==> config.mk <==
export PLATFORM = sky130hd
export DESIGN_NAME = pabm_top
export DESIGN_NICKNAME = d
export VERILOG_FILES = /design/src/inc/pabm_pkg.sv /design/src/verilog/pabm_pin_ctl.sv /design/src/verilog/pabm_top.sv
export VERILOG_INCLUDE_DIRS = /design/src /design/src/inc
export SDC_FILE = /design/constraint.sdc
export NUM_CORES = 1
export LEC_CHECK = 0
export BUFFER_PORTS_ARGS = -buffer_cell sky130_fd_sc_hd__buf_2
export CORE_MARGIN = 2
export CORE_UTILIZATION = 30
export DETAILED_ROUTE_END_ITERATION = 10
export HOLD_SLACK_MARGIN = 0.02
export PLACE_DENSITY_LB_ADDON = 0.3
export SLEW_MARGIN = 20
export SYNTH_ARGS = -nofsm -noshare
export SYNTH_HDL_FRONTEND = slang
export SYNTH_SLANG_ARGS = --single-unit
==> constraint.sdc <==
create_clock -name ref_clk_in -period 1.8 [get_ports ref_clk_in]
set_clock_uncertainty 0.15 [all_clocks]
set_input_delay 0.45 -clock ref_clk_in [delete_from_list [all_inputs] [get_ports ref_clk_in]]
set_output_delay 0.45 -clock ref_clk_in [all_outputs]
set_load 0.005 [all_outputs]
==> src/inc/pabm_defs.svh <==
// Overview of operation
// - global pullup disable kills every pullup
// - port a overrides zero, analog passthrough
// - spi slave forces clock pin input
// - spi master: clock direction follows bit
// - master forces miso input; slave follows bit
// - spi slave forces mosi input
// - spi master: mosi direction follows bit
// - spi slave forces select pin input
// - slave spi active only while select low
// - spi master: select direction follows bit
// - forced inputs keep pullup from output bit
// - bit 3 carries timer compare output
// - bit 2 feeds external interrupt source 2
// - pullup from override, else dir/out/disable 010
// - driver from direction override, else direction bit
// - value from override when enabled, else output bit
`ifndef PABM_DEFS_SVH
`define PABM_DEFS_SVH
// ---------------------------------------------------------------
// register map (byte addresses)
// ---------------------------------------------------------------
`define PABM_ADDR_SFC 12'h000
`define PABM_ADDR_PA_DIR 12'h004
`define PABM_ADDR_PA_OUT 12'h008
`define PABM_ADDR_PB_DIR 12'h00C
`define PABM_ADDR_PB_OUT 12'h010
`define PABM_ADDR_SPI_CTL 12'h014
`define PABM_ADDR_IRQ_STAT 12'h018
`define PABM_ADDR_IRQ_MASK 12'h01C
`define PABM_ADDR_PA_PIN 12'h020
`define PABM_ADDR_PB_PIN 12'h024
// ---------------------------------------------------------------
// fields and reset values
// ---------------------------------------------------------------
`define PABM_SFC_RESET 8'h00
`define PABM_SFC_WMASK 8'hEF
`define PABM_PUD_BIT 2
`define PABM_SPI_EN_BIT 0
`define PABM_SPI_MSTR_BIT 1
`define PABM_PIN_SCK 7
`define PABM_PIN_MISO 6
`define PABM_PIN_MOSI 5
`define PABM_PIN_SEL 4
`define PABM_PIN_OC 3
`define PABM_PIN_IRQ2 2
`define PABM_IRQ_SEL_FALL 0
`define PABM_IRQ_SRC2 1
`define PABM_IRQ_BITS 2
`endif

==> src/inc/pabm_pkg.sv <==
package pabm_pkg;
   typedef struct packed {
      logic [11:0] addr;
      logic sel;
      logic enable;
      logic write;
      logic [31:0] wdata;
   } pabm_apb_req_t;
   typedef struct packed {
      logic [7:0] oe;
      logic [7:0] o;
      logic [7:0] pu;
   } pabm_pad_t;
   typedef struct packed {
      logic sck;
      logic mosi;
      logic miso;
      logic oc0_en;
      logic oc0;
   } pabm_periph_t;
endpackage

==> src/verilog/pabm_pin_ctl.sv <==
`timescale 1ns/1ns
`include "pabm_defs.svh"
// one pin of the generic override network
module pabm_pin_ctl (
   input wire logic dir_in,
   input wire logic out_in,
   input wire logic pud_in,
   input wire logic pullup_override_enable_in,
   input wire logic pullup_override_value_in,
   input wire logic direction_override_enable_in,
   input wire logic direction_override_value_in,
   input wire logic value_override_enable_in,
   input wire logic value_override_value_in,
   output logic oe_out,
   output logic o_out,
   output logic pu_out
);
   always_comb begin
      oe_out = direction_override_enable_in ? direction_override_value_in : dir_in;
      o_out = value_override_enable_in ? value_override_value_in : out_in;
      // pullup only for input, output bit set, disable clear
      pu_out = pullup_override_enable_in ? pullup_override_value_in
                       : ({dir_in, out_in, pud_in} == 3'b010);
   end
endmodule

==> src/verilog/pabm_top.sv <==
// Design decisions made here: the placing of the registers and register access over APB.
`timescale 1ns/1ns
`include "pabm_defs.svh"
module pabm_top (
   input wire logic ref_clk_in,
   input wire logic rst_n_in,
   input wire logic [11:0] paddr_in,
   input wire logic psel_in,
   input wire logic penable_in,
   input wire logic pwrite_in,
   input wire logic [31:0] pwdata_in,
   output logic [31:0] prdata_out,
   output logic pready_out,
   output logic pslverr_out,
   output logic irq_out,
   input wire logic [7:0] pa_pin_in,
   input wire logic [7:0] pb_pin_in,
   input wire pabm_pkg::pabm_periph_t periph_in,
   output pabm_pkg::pabm_pad_t pa_pad_out,
   output pabm_pkg::pabm_pad_t pb_pad_out,
   output logic [7:0] analog_chan_en_out,
   output logic spi_sel_active_out,
   output logic spi_sck_out,
   output logic spi_mosi_out,
   output logic spi_miso_out,
   output logic external_irq_source_2_out,
   output logic comparator_positive_input_out,
   output logic comparator_negative_input_out
);
   import pabm_pkg::*;

   // ---------------------------------------------------------------
   // registers
   // ---------------------------------------------------------------
   logic [7:0] sfc_q;
   logic [7:0] pa_dir_q;
   logic [7:0] pa_out_q;
   logic [7:0] pb_dir_q;
   logic [7:0] pb_out_q;
   logic [1:0] spi_ctl_q;
   logic [`PABM_IRQ_BITS-1:0] irq_stat_q;
   logic [`PABM_IRQ_BITS-1:0] irq_mask_q;
   logic irq2_prev_q;
   logic irq2_arm_q;
   logic sel_prev_q;
   pabm_apb_req_t req;
   logic wr_acc;
   logic rd_acc;
   logic hit;
   logic [31:0] rdata_d;

   function automatic logic is_addr(input logic [11:0] a,
                                    input logic [11:0] b);
      is_addr = (a == b);
   endfunction

   assign req = '{addr: paddr_in, sel: psel_in, enable: penable_in,
                  write: pwrite_in, wdata: pwdata_in};
   // two-cycle access phase: pready is high only in the second access cycle
   assign wr_acc = req.sel && req.enable && req.write;
   assign rd_acc = req.sel && req.enable && !req.write;

   always_comb begin
      hit = 1'b1;
      rdata_d = 32'h0000_0000;
      case (1'b1)
         is_addr(req.addr, `PABM_ADDR_SFC): rdata_d[7:0] = sfc_q;
         is_addr(req.addr, `PABM_ADDR_PA_DIR): rdata_d[7:0] = pa_dir_q;
         is_addr(req.addr, `PABM_ADDR_PA_OUT): rdata_d[7:0] = pa_out_q;
         is_addr(req.addr, `PABM_ADDR_PB_DIR): rdata_d[7:0] = pb_dir_q;
         is_addr(req.addr, `PABM_ADDR_PB_OUT): rdata_d[7:0] = pb_out_q;
         is_addr(req.addr, `PABM_ADDR_SPI_CTL): rdata_d[1:0] = spi_ctl_q;
         is_addr(req.addr, `PABM_ADDR_IRQ_STAT): begin
            rdata_d[`PABM_IRQ_BITS-1:0] = irq_stat_q;
         end
         is_addr(req.addr, `PABM_ADDR_IRQ_MASK): begin
            rdata_d[`PABM_IRQ_BITS-1:0] = irq_mask_q;
         end
         is_addr(req.addr, `PABM_ADDR_PA_PIN): rdata_d[7:0] = pa_pin_in;
         is_addr(req.addr, `PABM_ADDR_PB_PIN): rdata_d[7:0] = pb_pin_in;
         default: hit = 1'b0;
      endcase
   end

   // ---------------------------------------------------------------
   // bus response
   // ---------------------------------------------------------------
   always_ff @(posedge ref_clk_in or negedge rst_n_in) begin
      if (!rst_n_in) begin
         prdata_out <= 32'h0000_0000;
         pready_out <= 1'b0;
         pslverr_out <= 1'b0;
      end else begin
         // registered ready: access phase lasts two cycles
         pready_out <= req.sel && req.enable && !pready_out;
         pslverr_out <= req.sel && req.enable && !pready_out && !hit;
         prdata_out <= (rd_acc && !pready_out) ? rdata_d : 32'h0000_0000;
      end
   end

   logic wr_en;
   assign wr_en = wr_acc && pready_out;

   always_ff @(posedge ref_clk_in or negedge rst_n_in) begin
      if (!rst_n_in) begin
         sfc_q <= `PABM_SFC_RESET;
         pa_dir_q <= 8'h00;
         pa_out_q <= 8'h00;
         pb_dir_q <= 8'h00;
         pb_out_q <= 8'h00;
         spi_ctl_q <= 2'h0;
         irq_mask_q <= '0;
      end else if (wr_en) begin
         // unused sfc bit 4 stays read-only zero
         if (is_addr(req.addr, `PABM_ADDR_SFC)) begin
            sfc_q <= req.wdata[7:0] & `PABM_SFC_WMASK;
         end
         if (is_addr(req.addr, `PABM_ADDR_PA_DIR)) begin
            pa_dir_q <= req.wdata[7:0];
         end
         if (is_addr(req.addr, `PABM_ADDR_PA_OUT)) begin
            pa_out_q <= req.wdata[7:0];
         end
         if (is_addr(req.addr, `PABM_ADDR_PB_DIR)) begin
            pb_dir_q <= req.wdata[7:0];
         end
         if (is_addr(req.addr, `PABM_ADDR_PB_OUT)) begin
            pb_out_q <= req.wdata[7:0];
         end
         if (is_addr(req.addr, `PABM_ADDR_SPI_CTL)) begin
            spi_ctl_q <= req.wdata[1:0];
         end
         if (is_addr(req.addr, `PABM_ADDR_IRQ_MASK)) begin
            irq_mask_q <= req.wdata[`PABM_IRQ_BITS-1:0];
         end
      end
   end

   // ---------------------------------------------------------------
   // spi override terms
   // ---------------------------------------------------------------
   logic global_pullup_disable;
   logic spi_en;
   logic spi_mstr;
   logic spi_slave;
   assign global_pullup_disable = sfc_q[`PABM_PUD_BIT];
   assign spi_en = spi_ctl_q[`PABM_SPI_EN_BIT];
   assign spi_mstr = spi_ctl_q[`PABM_SPI_MSTR_BIT];
   assign spi_slave = spi_en && !spi_mstr;

   logic [7:0] b_pullup_override_enable;
   logic [7:0] b_pullup_override_value;
   logic [7:0] b_direction_override_enable;
   logic [7:0] b_direction_override_value;
   logic [7:0] b_value_override_enable;
   logic [7:0] b_value_override_value;
   logic slave_out_ok;

   // slave miso value passes only while selected, else forced low
   assign slave_out_ok = spi_slave && !pb_pin_in[`PABM_PIN_SEL];

   always_comb begin
      b_pullup_override_enable = 8'h00;
      b_pullup_override_value = 8'h00;
      b_direction_override_enable = 8'h00;
      b_direction_override_value = 8'h00;
      b_value_override_enable = 8'h00;
      b_value_override_value = 8'h00;
      // slave: clock, mosi, select forced in; master: miso forced in
      b_direction_override_enable[`PABM_PIN_SCK] = spi_slave;
      b_direction_override_enable[`PABM_PIN_MOSI] = spi_slave;
      b_direction_override_enable[`PABM_PIN_SEL] = spi_slave;
      b_direction_override_enable[`PABM_PIN_MISO] = spi_en && spi_mstr;
      // forced inputs: pullup from output bit unless disabled
      b_pullup_override_enable = b_direction_override_enable;
      b_pullup_override_value = pb_out_q & {8{~global_pullup_disable}};
      // master drives clock and mosi, slave drives miso when set
      b_value_override_enable[`PABM_PIN_SCK] = spi_en && spi_mstr;
      b_value_override_value[`PABM_PIN_SCK] = periph_in.sck;
      b_value_override_enable[`PABM_PIN_MOSI] = spi_en && spi_mstr;
      b_value_override_value[`PABM_PIN_MOSI] = periph_in.mosi;
      b_value_override_enable[`PABM_PIN_MISO] = spi_slave;
      b_value_override_value[`PABM_PIN_MISO] = periph_in.miso && slave_out_ok;
      // timer output only reaches pad when direction is output
      b_value_override_enable[`PABM_PIN_OC] = periph_in.oc0_en;
      b_value_override_value[`PABM_PIN_OC] = periph_in.oc0;
   end

   // ---------------------------------------------------------------
   // pin networks
   // ---------------------------------------------------------------
   pabm_pad_t pa_d;
   pabm_pad_t pb_d;

   for (genvar i = 0; i < 8; i++) begin : g_pin
      pabm_pin_ctl u_pa (
         .dir_in(pa_dir_q[i]),
         .out_in(pa_out_q[i]),
         .pud_in(global_pullup_disable),
         .pullup_override_enable_in(1'b0),
         .pullup_override_value_in(1'b0),
         .direction_override_enable_in(1'b0),
         .direction_override_value_in(1'b0),
         .value_override_enable_in(1'b0),
         .value_override_value_in(1'b0),
         .oe_out(pa_d.oe[i]),
         .o_out(pa_d.o[i]),
         .pu_out(pa_d.pu[i])
      );
      pabm_pin_ctl u_pb (
         .dir_in(pb_dir_q[i]),
         .out_in(pb_out_q[i]),
         .pud_in(global_pullup_disable),
         .pullup_override_enable_in(b_pullup_override_enable[i]),
         .pullup_override_value_in(b_pullup_override_value[i]),
         .direction_override_enable_in(b_direction_override_enable[i]),
         .direction_override_value_in(b_direction_override_value[i]),
         .value_override_enable_in(b_value_override_enable[i]),
         .value_override_value_in(b_value_override_value[i]),
         .oe_out(pb_d.oe[i]),
         .o_out(pb_d.o[i]),
         .pu_out(pb_d.pu[i])
      );
   end

   // ---------------------------------------------------------------
   // pad and peripheral outputs
   // ---------------------------------------------------------------
   always_ff @(posedge ref_clk_in or negedge rst_n_in) begin
      if (!rst_n_in) begin
         pa_pad_out <= '0;
         pb_pad_out <= '0;
         analog_chan_en_out <= 8'h00;
      end else begin
         pa_pad_out <= pa_d;
         pb_pad_out <= pb_d;
         // analog path open on every port a pin, channel i per pin i
         analog_chan_en_out <= 8'hFF;
      end
   end

   always_ff @(posedge ref_clk_in or negedge rst_n_in) begin
      if (!rst_n_in) begin
         spi_sel_active_out <= 1'b0;
         spi_sck_out <= 1'b0;
         spi_mosi_out <= 1'b0;
         spi_miso_out <= 1'b0;
         external_irq_source_2_out <= 1'b0;
         comparator_positive_input_out <= 1'b0;
         comparator_negative_input_out <= 1'b0;
      end else begin
         spi_sel_active_out <= slave_out_ok;
         spi_sck_out <= pb_pin_in[`PABM_PIN_SCK];
         spi_mosi_out <= pb_pin_in[`PABM_PIN_MOSI];
         spi_miso_out <= pb_pin_in[`PABM_PIN_MISO];
         external_irq_source_2_out <= pb_pin_in[`PABM_PIN_IRQ2];
         comparator_positive_input_out <= pb_pin_in[`PABM_PIN_IRQ2];
         comparator_negative_input_out <= pb_pin_in[`PABM_PIN_OC];
      end
   end

   // ---------------------------------------------------------------
   // interrupt status: falling select, edge on source 2 pin
   // ---------------------------------------------------------------
   logic [`PABM_IRQ_BITS-1:0] ev;
   logic stat_rd;
   assign ev[`PABM_IRQ_SEL_FALL] = spi_slave && sel_prev_q
                                   && !pb_pin_in[`PABM_PIN_SEL];
   assign ev[`PABM_IRQ_SRC2] = irq2_arm_q
                               && (irq2_prev_q != pb_pin_in[`PABM_PIN_IRQ2]);
   assign stat_rd = rd_acc && pready_out
                    && is_addr(req.addr, `PABM_ADDR_IRQ_STAT);
   logic [`PABM_IRQ_BITS-1:0] stat_d;
   assign stat_d = (irq_stat_q & ~({`PABM_IRQ_BITS{stat_rd}}
                    & prdata_out[`PABM_IRQ_BITS-1:0])) | ev;

   always_ff @(posedge ref_clk_in or negedge rst_n_in) begin
      if (!rst_n_in) begin
         irq2_prev_q <= 1'b0;
         irq2_arm_q <= 1'b0;
         sel_prev_q <= 1'b1;
         irq_stat_q <= '0;
         irq_out <= 1'b0;
      end else begin
         irq2_prev_q <= pb_pin_in[`PABM_PIN_IRQ2];
         irq2_arm_q <= 1'b1;
         sel_prev_q <= pb_pin_in[`PABM_PIN_SEL];
         // clear only bits the read returned, so late events stay pending
         irq_stat_q <= stat_d;
         irq_out <= |(stat_d & irq_mask_q);
      end
   end
endmodule

==> impl_results.rst <==
.. list-table::
   :header-rows: 1

   * - Metric
     - Value
   * - CP max stage delay
     - 0.34 ns
   * - Max Cap Viol
     - 0
   * - Critical path startpoint category
     - primary input
   * - Static leakage
     - 3.34 nW
   * - Switching Fraction
     - 23.5%
   * - Max FO, Critical Path
     - 7
   * - Aggregate routed wire length
     - 13.0 mm
   * - Area after detailed placement
     - 6210 µm²
   * - Clock tree from TritonCTS
     - built
   * - Detail-routed via count per cell
     - 4.64
   * - Post-synthesis instance area
     - 4910 µm²
   * - Share of total power in combinational logic
     - 7.9%
   * - Share of synthesized registers carrying an async set or reset
     - 100%
   * - Final total power
     - 4.83 mW
   * - Die extent in y
     - 132 µm
   * - Finished Cell Area
     - 6550 µm²
   * - Count of buffers from port buffering
     - 119
   * - Per-instance average area after synthesis
     - 13.1 µm²
   * - Top_reg_cell synth
     - sky130_fd_sc_hd__dfrtp_1
   * - Cells after synthesis
     - 376
   * - Data arrival at the endpoint of the critical path
     - 1.87 ns
   * - RSZ-0062 raised after global routing
     - true
   * - Netlist cell types
     - 59
   * - Vias
     - 3544
   * - Antenna Cells
     - 0
   * - Crit path required time
     - 1.89 ns
   * - Boundary pin count
     - 168
   * - WP buf/inv
     - 2
   * - Number of buffers created by CTS
     - 9
   * - Final count of hold timing violations
     - 0
   * - Crit-path leading delay family
     - simple AND/OR/NAND/NOR gates
   * - Final Max Slew Viols
     - 0
   * - Routed length per placed instance
     - 17.0 µm
   * - Critical path endpoint category
     - register
   * - Post-synthesis share of cell area spent on full adders, half adders and majority gates
     - 0%
   * - Antenna viol nets, final
     - 0
   * - Detailed Routing Iterations Pass 1
     - 4
   * - Synth-to-Final Area Change
     - 33.5%
   * - Most frequent cells after synthesis
     - sky130_fd_sc_hd__dfrtp_1 (111), sky130_fd_sc_hd__mux2_2 (57), sky130_fd_sc_hd__buf_4 (33)
   * - Initial core utilization
     - 30.8%
   * - Dominant cell by count in the synthesized netlist
     - sky130_fd_sc_hd__dfrtp_1
   * - Result of the run
     - completed
   * - Mux contribution to synthesized area
     - 15.0%
   * - Largest net degree at the start of global routing
     - 50
   * - Top cells by area, synth
     - sky130_fd_sc_hd__dfrtp_1 (57%), sky130_fd_sc_hd__mux2_2 (13%), sky130_fd_sc_hd__buf_4 (5.0%)
   * - Number of register bits inferred by synthesis
     - 112
   * - Sequential cell area fraction in the yosys report
     - 57.1%
   * - Global-route wire length before repair
     - 20.6 mm
   * - Core Region
     - 15900 µm²
   * - Placer congestion estimate
     - 0.894
   * - Part of the power in the clock network
     - 39.7%
   * - Share of layout cells above drive strength 1
     - 51.5%
   * - Critical path start-end classification
     - in -> reg
   * - Path type of the worst min-delay path
     - in -> reg
   * - Total net switching power
     - 1.13 mW
   * - Die footprint
     - 17400 µm²
   * - Main combinational cell family by area after synthesis
     - multiplexers
   * - Clock sink count
     - 112
   * - X dimension of the die
     - 132 µm
   * - Worst-case setup slack after placement
     - -0.376 ns
   * - # H-tree levels
     - 3
   * - Largest buffer count on any clock path
     - 2
   * - Share of the cycle needed by the critical path after routing
     - 98.7%
   * - End-of-flow core utilization
     - 41.1%
   * - Clk_lat worst skew
     - 0.35 ns
   * - Net count of the finished layout
     - 613
   * - Antenna violations before repair
     - 0
   * - Final count of negative-setup-slack endpoints
     - 0
   * - Post-synthesis simple-gate area fraction
     - 14.5%
   * - Number of standard-cell rows in the floorplan
     - 46
   * - Count of synthesis-stage warnings from yosys
     - 0
   * - Ratio of total power to cell area
     - 738 nW/µm²
   * - Share of the synthesized area in compound gates (AO/OA/AOI/OAI)
     - 6.50%
   * - DRC viols
     - 0
   * - Final period demand of the worst path
     - 1.78 ns
   * - Via count of the first global-routing pass
     - 3696
   * - Cell-by-cell listing of the critical path
     - buf_2 > nor4_4 > nand3_2 > nor3_4 > buf_12 > mux2_2
   * - Hold Slack
     - 0.0637 ns
   * - HPWL Detailed
     - 9.94 mm
   * - Count of flip-flops with a built-in enable after synthesis
     - 0
   * - Part of the power in registers
     - 52.4%
   * - Cell internal pwr
     - 3.70 mW
   * - Worst vdd ir
     - 404 µV
   * - Synth area leader
     - sky130_fd_sc_hd__dfrtp_1
   * - Worst reg-to-reg setup slack
     - 0.04 ns
   * - Global-route total usage across every layer
     - 15.3%
   * - Xor-xnor portion of the synthesized cell area
     - 0.178%
   * - Area share of the leading cell type in the synthesized netlist
     - 56.6%
   * - CTS root buffer
     - sky130_fd_sc_hd__clkbuf_16
   * - Initial drt markers
     - 180
   * - Critical Path Slowest Stage Cell
     - sky130_fd_sc_hd__nor4_4
   * - Final critical-path setup slack
     - 0.0230 ns
   * - Clock transition at the registers of the reported paths
     - 0.07 ns
   * - Grt total ovfl
     - 0
   * - Max Clk Rate
     - 563 MHz
stage by stage:
stage,TNS (ns),cells
final,0,764
after global routing,-0.0867,764
after floorplan,-9.17,399
after CTS,0,763
after global placement,-17.91,746
after detailed placement,-18.25,746
what timing repair did:
item,4_1_cts,5_1_grt
setup endpoints to repair,0,44
hold buffers,1,0
resized for setup,0,12
buffers inserted,0,1
endpoints found under the hold margin,23,0
cells by family (layout without fill, tap and decap cells):
| group | count (synthesis) | count (layout) |
|---|---|---|
| buf+inv | 49 | 198 |
| mux | 65 | 65 |
| simple gates | 101 | 101 |
| xor+xnor | 1 | 1 |
| other cells | 2 | 25 |
| compound gates | 46 | 46 |
| flops | 112 | 112 |
final cells by class:
class,count,area (µm²)
Inverter,3,11.3
Clock inverter,4,26.3
Sequential cell,112,2800
Multi-Input combinational cell,238,2050
Clock buffer,12,256
Timing Repair Buffer,179,1130
Fill cell,1531,9390
Tap cell,216,270
power by group through the flow:
stage          Clock [mW]  Combinational [mW]  Sequential (mW)
6_report             1.92               0.382             2.53
5_1_grt              2.09               0.420             2.53
4_1_cts              1.98               0.379             2.53
3_5_place_dp            0               0.377             2.58
3_3_place_gp            0               0.372             2.58
2_1_floorplan           0               0.184             2.59
routing by layer:
| metal | wire length, µm | track usage (%) | vias up |
|---|---|---|---|
| met3 | 809 | 4.04 | 20 |
| met4 | 267 | 5.19 | 0 |
| li1 | - | - | 1637 |
| met5 | 0 | 0 | - |
| met2 | 5990 | 24.7 | 138 |
| met1 | 5950 | 20.0 | 1749 |
final timing paths:
path	cells after the start	to	startpoint
max	6	sfc_q[0]$_DFFE_PN0P_	paddr_in[8]
min	1	comparator_negative_input_out$_DFF_PN0_	pb_pin_in[3]
min reg2reg	0	pb_pad_out[12]$_DFF_PN0_	pb_out_q[4]$_DFFE_PN0P_
max reg2reg	5	sfc_q[0]$_DFFE_PN0P_	pready_out$_DFF_PN0_
max in group asynchronous	3	sel_prev_q$_DFF_PN1_	rst_n_in
min in group asynchronous	2	pa_pad_out[10]$_DFF_PN0_	rst_n_in
sequential cells by signal, summed over array words and instances (netlist names), 2 cells and up:
name / count
pb_pad_out: 24
prdata_out: 8
pa_pad_out: 24
sfc_q: 7
pa_dir_q: 8
pa_out_q: 8
irq_mask_q: 2
spi_ctl_q: 2
irq_stat_q: 2
pb_dir_q: 8
pb_out_q: 8
cells in the final DEF (no fill, tap or decap), types with 6 or more instances in the layout:
cell | synthesis | layout
sky130_fd_sc_hd__buf_2 | 4 | 118
sky130_fd_sc_hd__dfrtp_1 | 111 | 111
sky130_fd_sc_hd__buf_4 | 33 | 53
sky130_fd_sc_hd__mux2_2 | 57 | 29
sky130_fd_sc_hd__mux2_4 | 0 | 28
sky130_fd_sc_hd__conb_1 | 2 | 25
sky130_fd_sc_hd__nor3b_1 | 17 | 17
sky130_fd_sc_hd__o21ai_0 | 13 | 13
sky130_fd_sc_hd__nand2_1 | 12 | 12
sky130_fd_sc_hd__nand3_1 | 12 | 11
sky130_fd_sc_hd__clkbuf_16 | 0 | 9
sky130_fd_sc_hd__nor3_1 | 8 | 7
sky130_fd_sc_hd__mux2i_1 | 7 | 7
sky130_fd_sc_hd__a21oi_1 | 7 | 6
sky130_fd_sc_hd__buf_12 | 0 | 6
(Power assumes the default switching activity.)
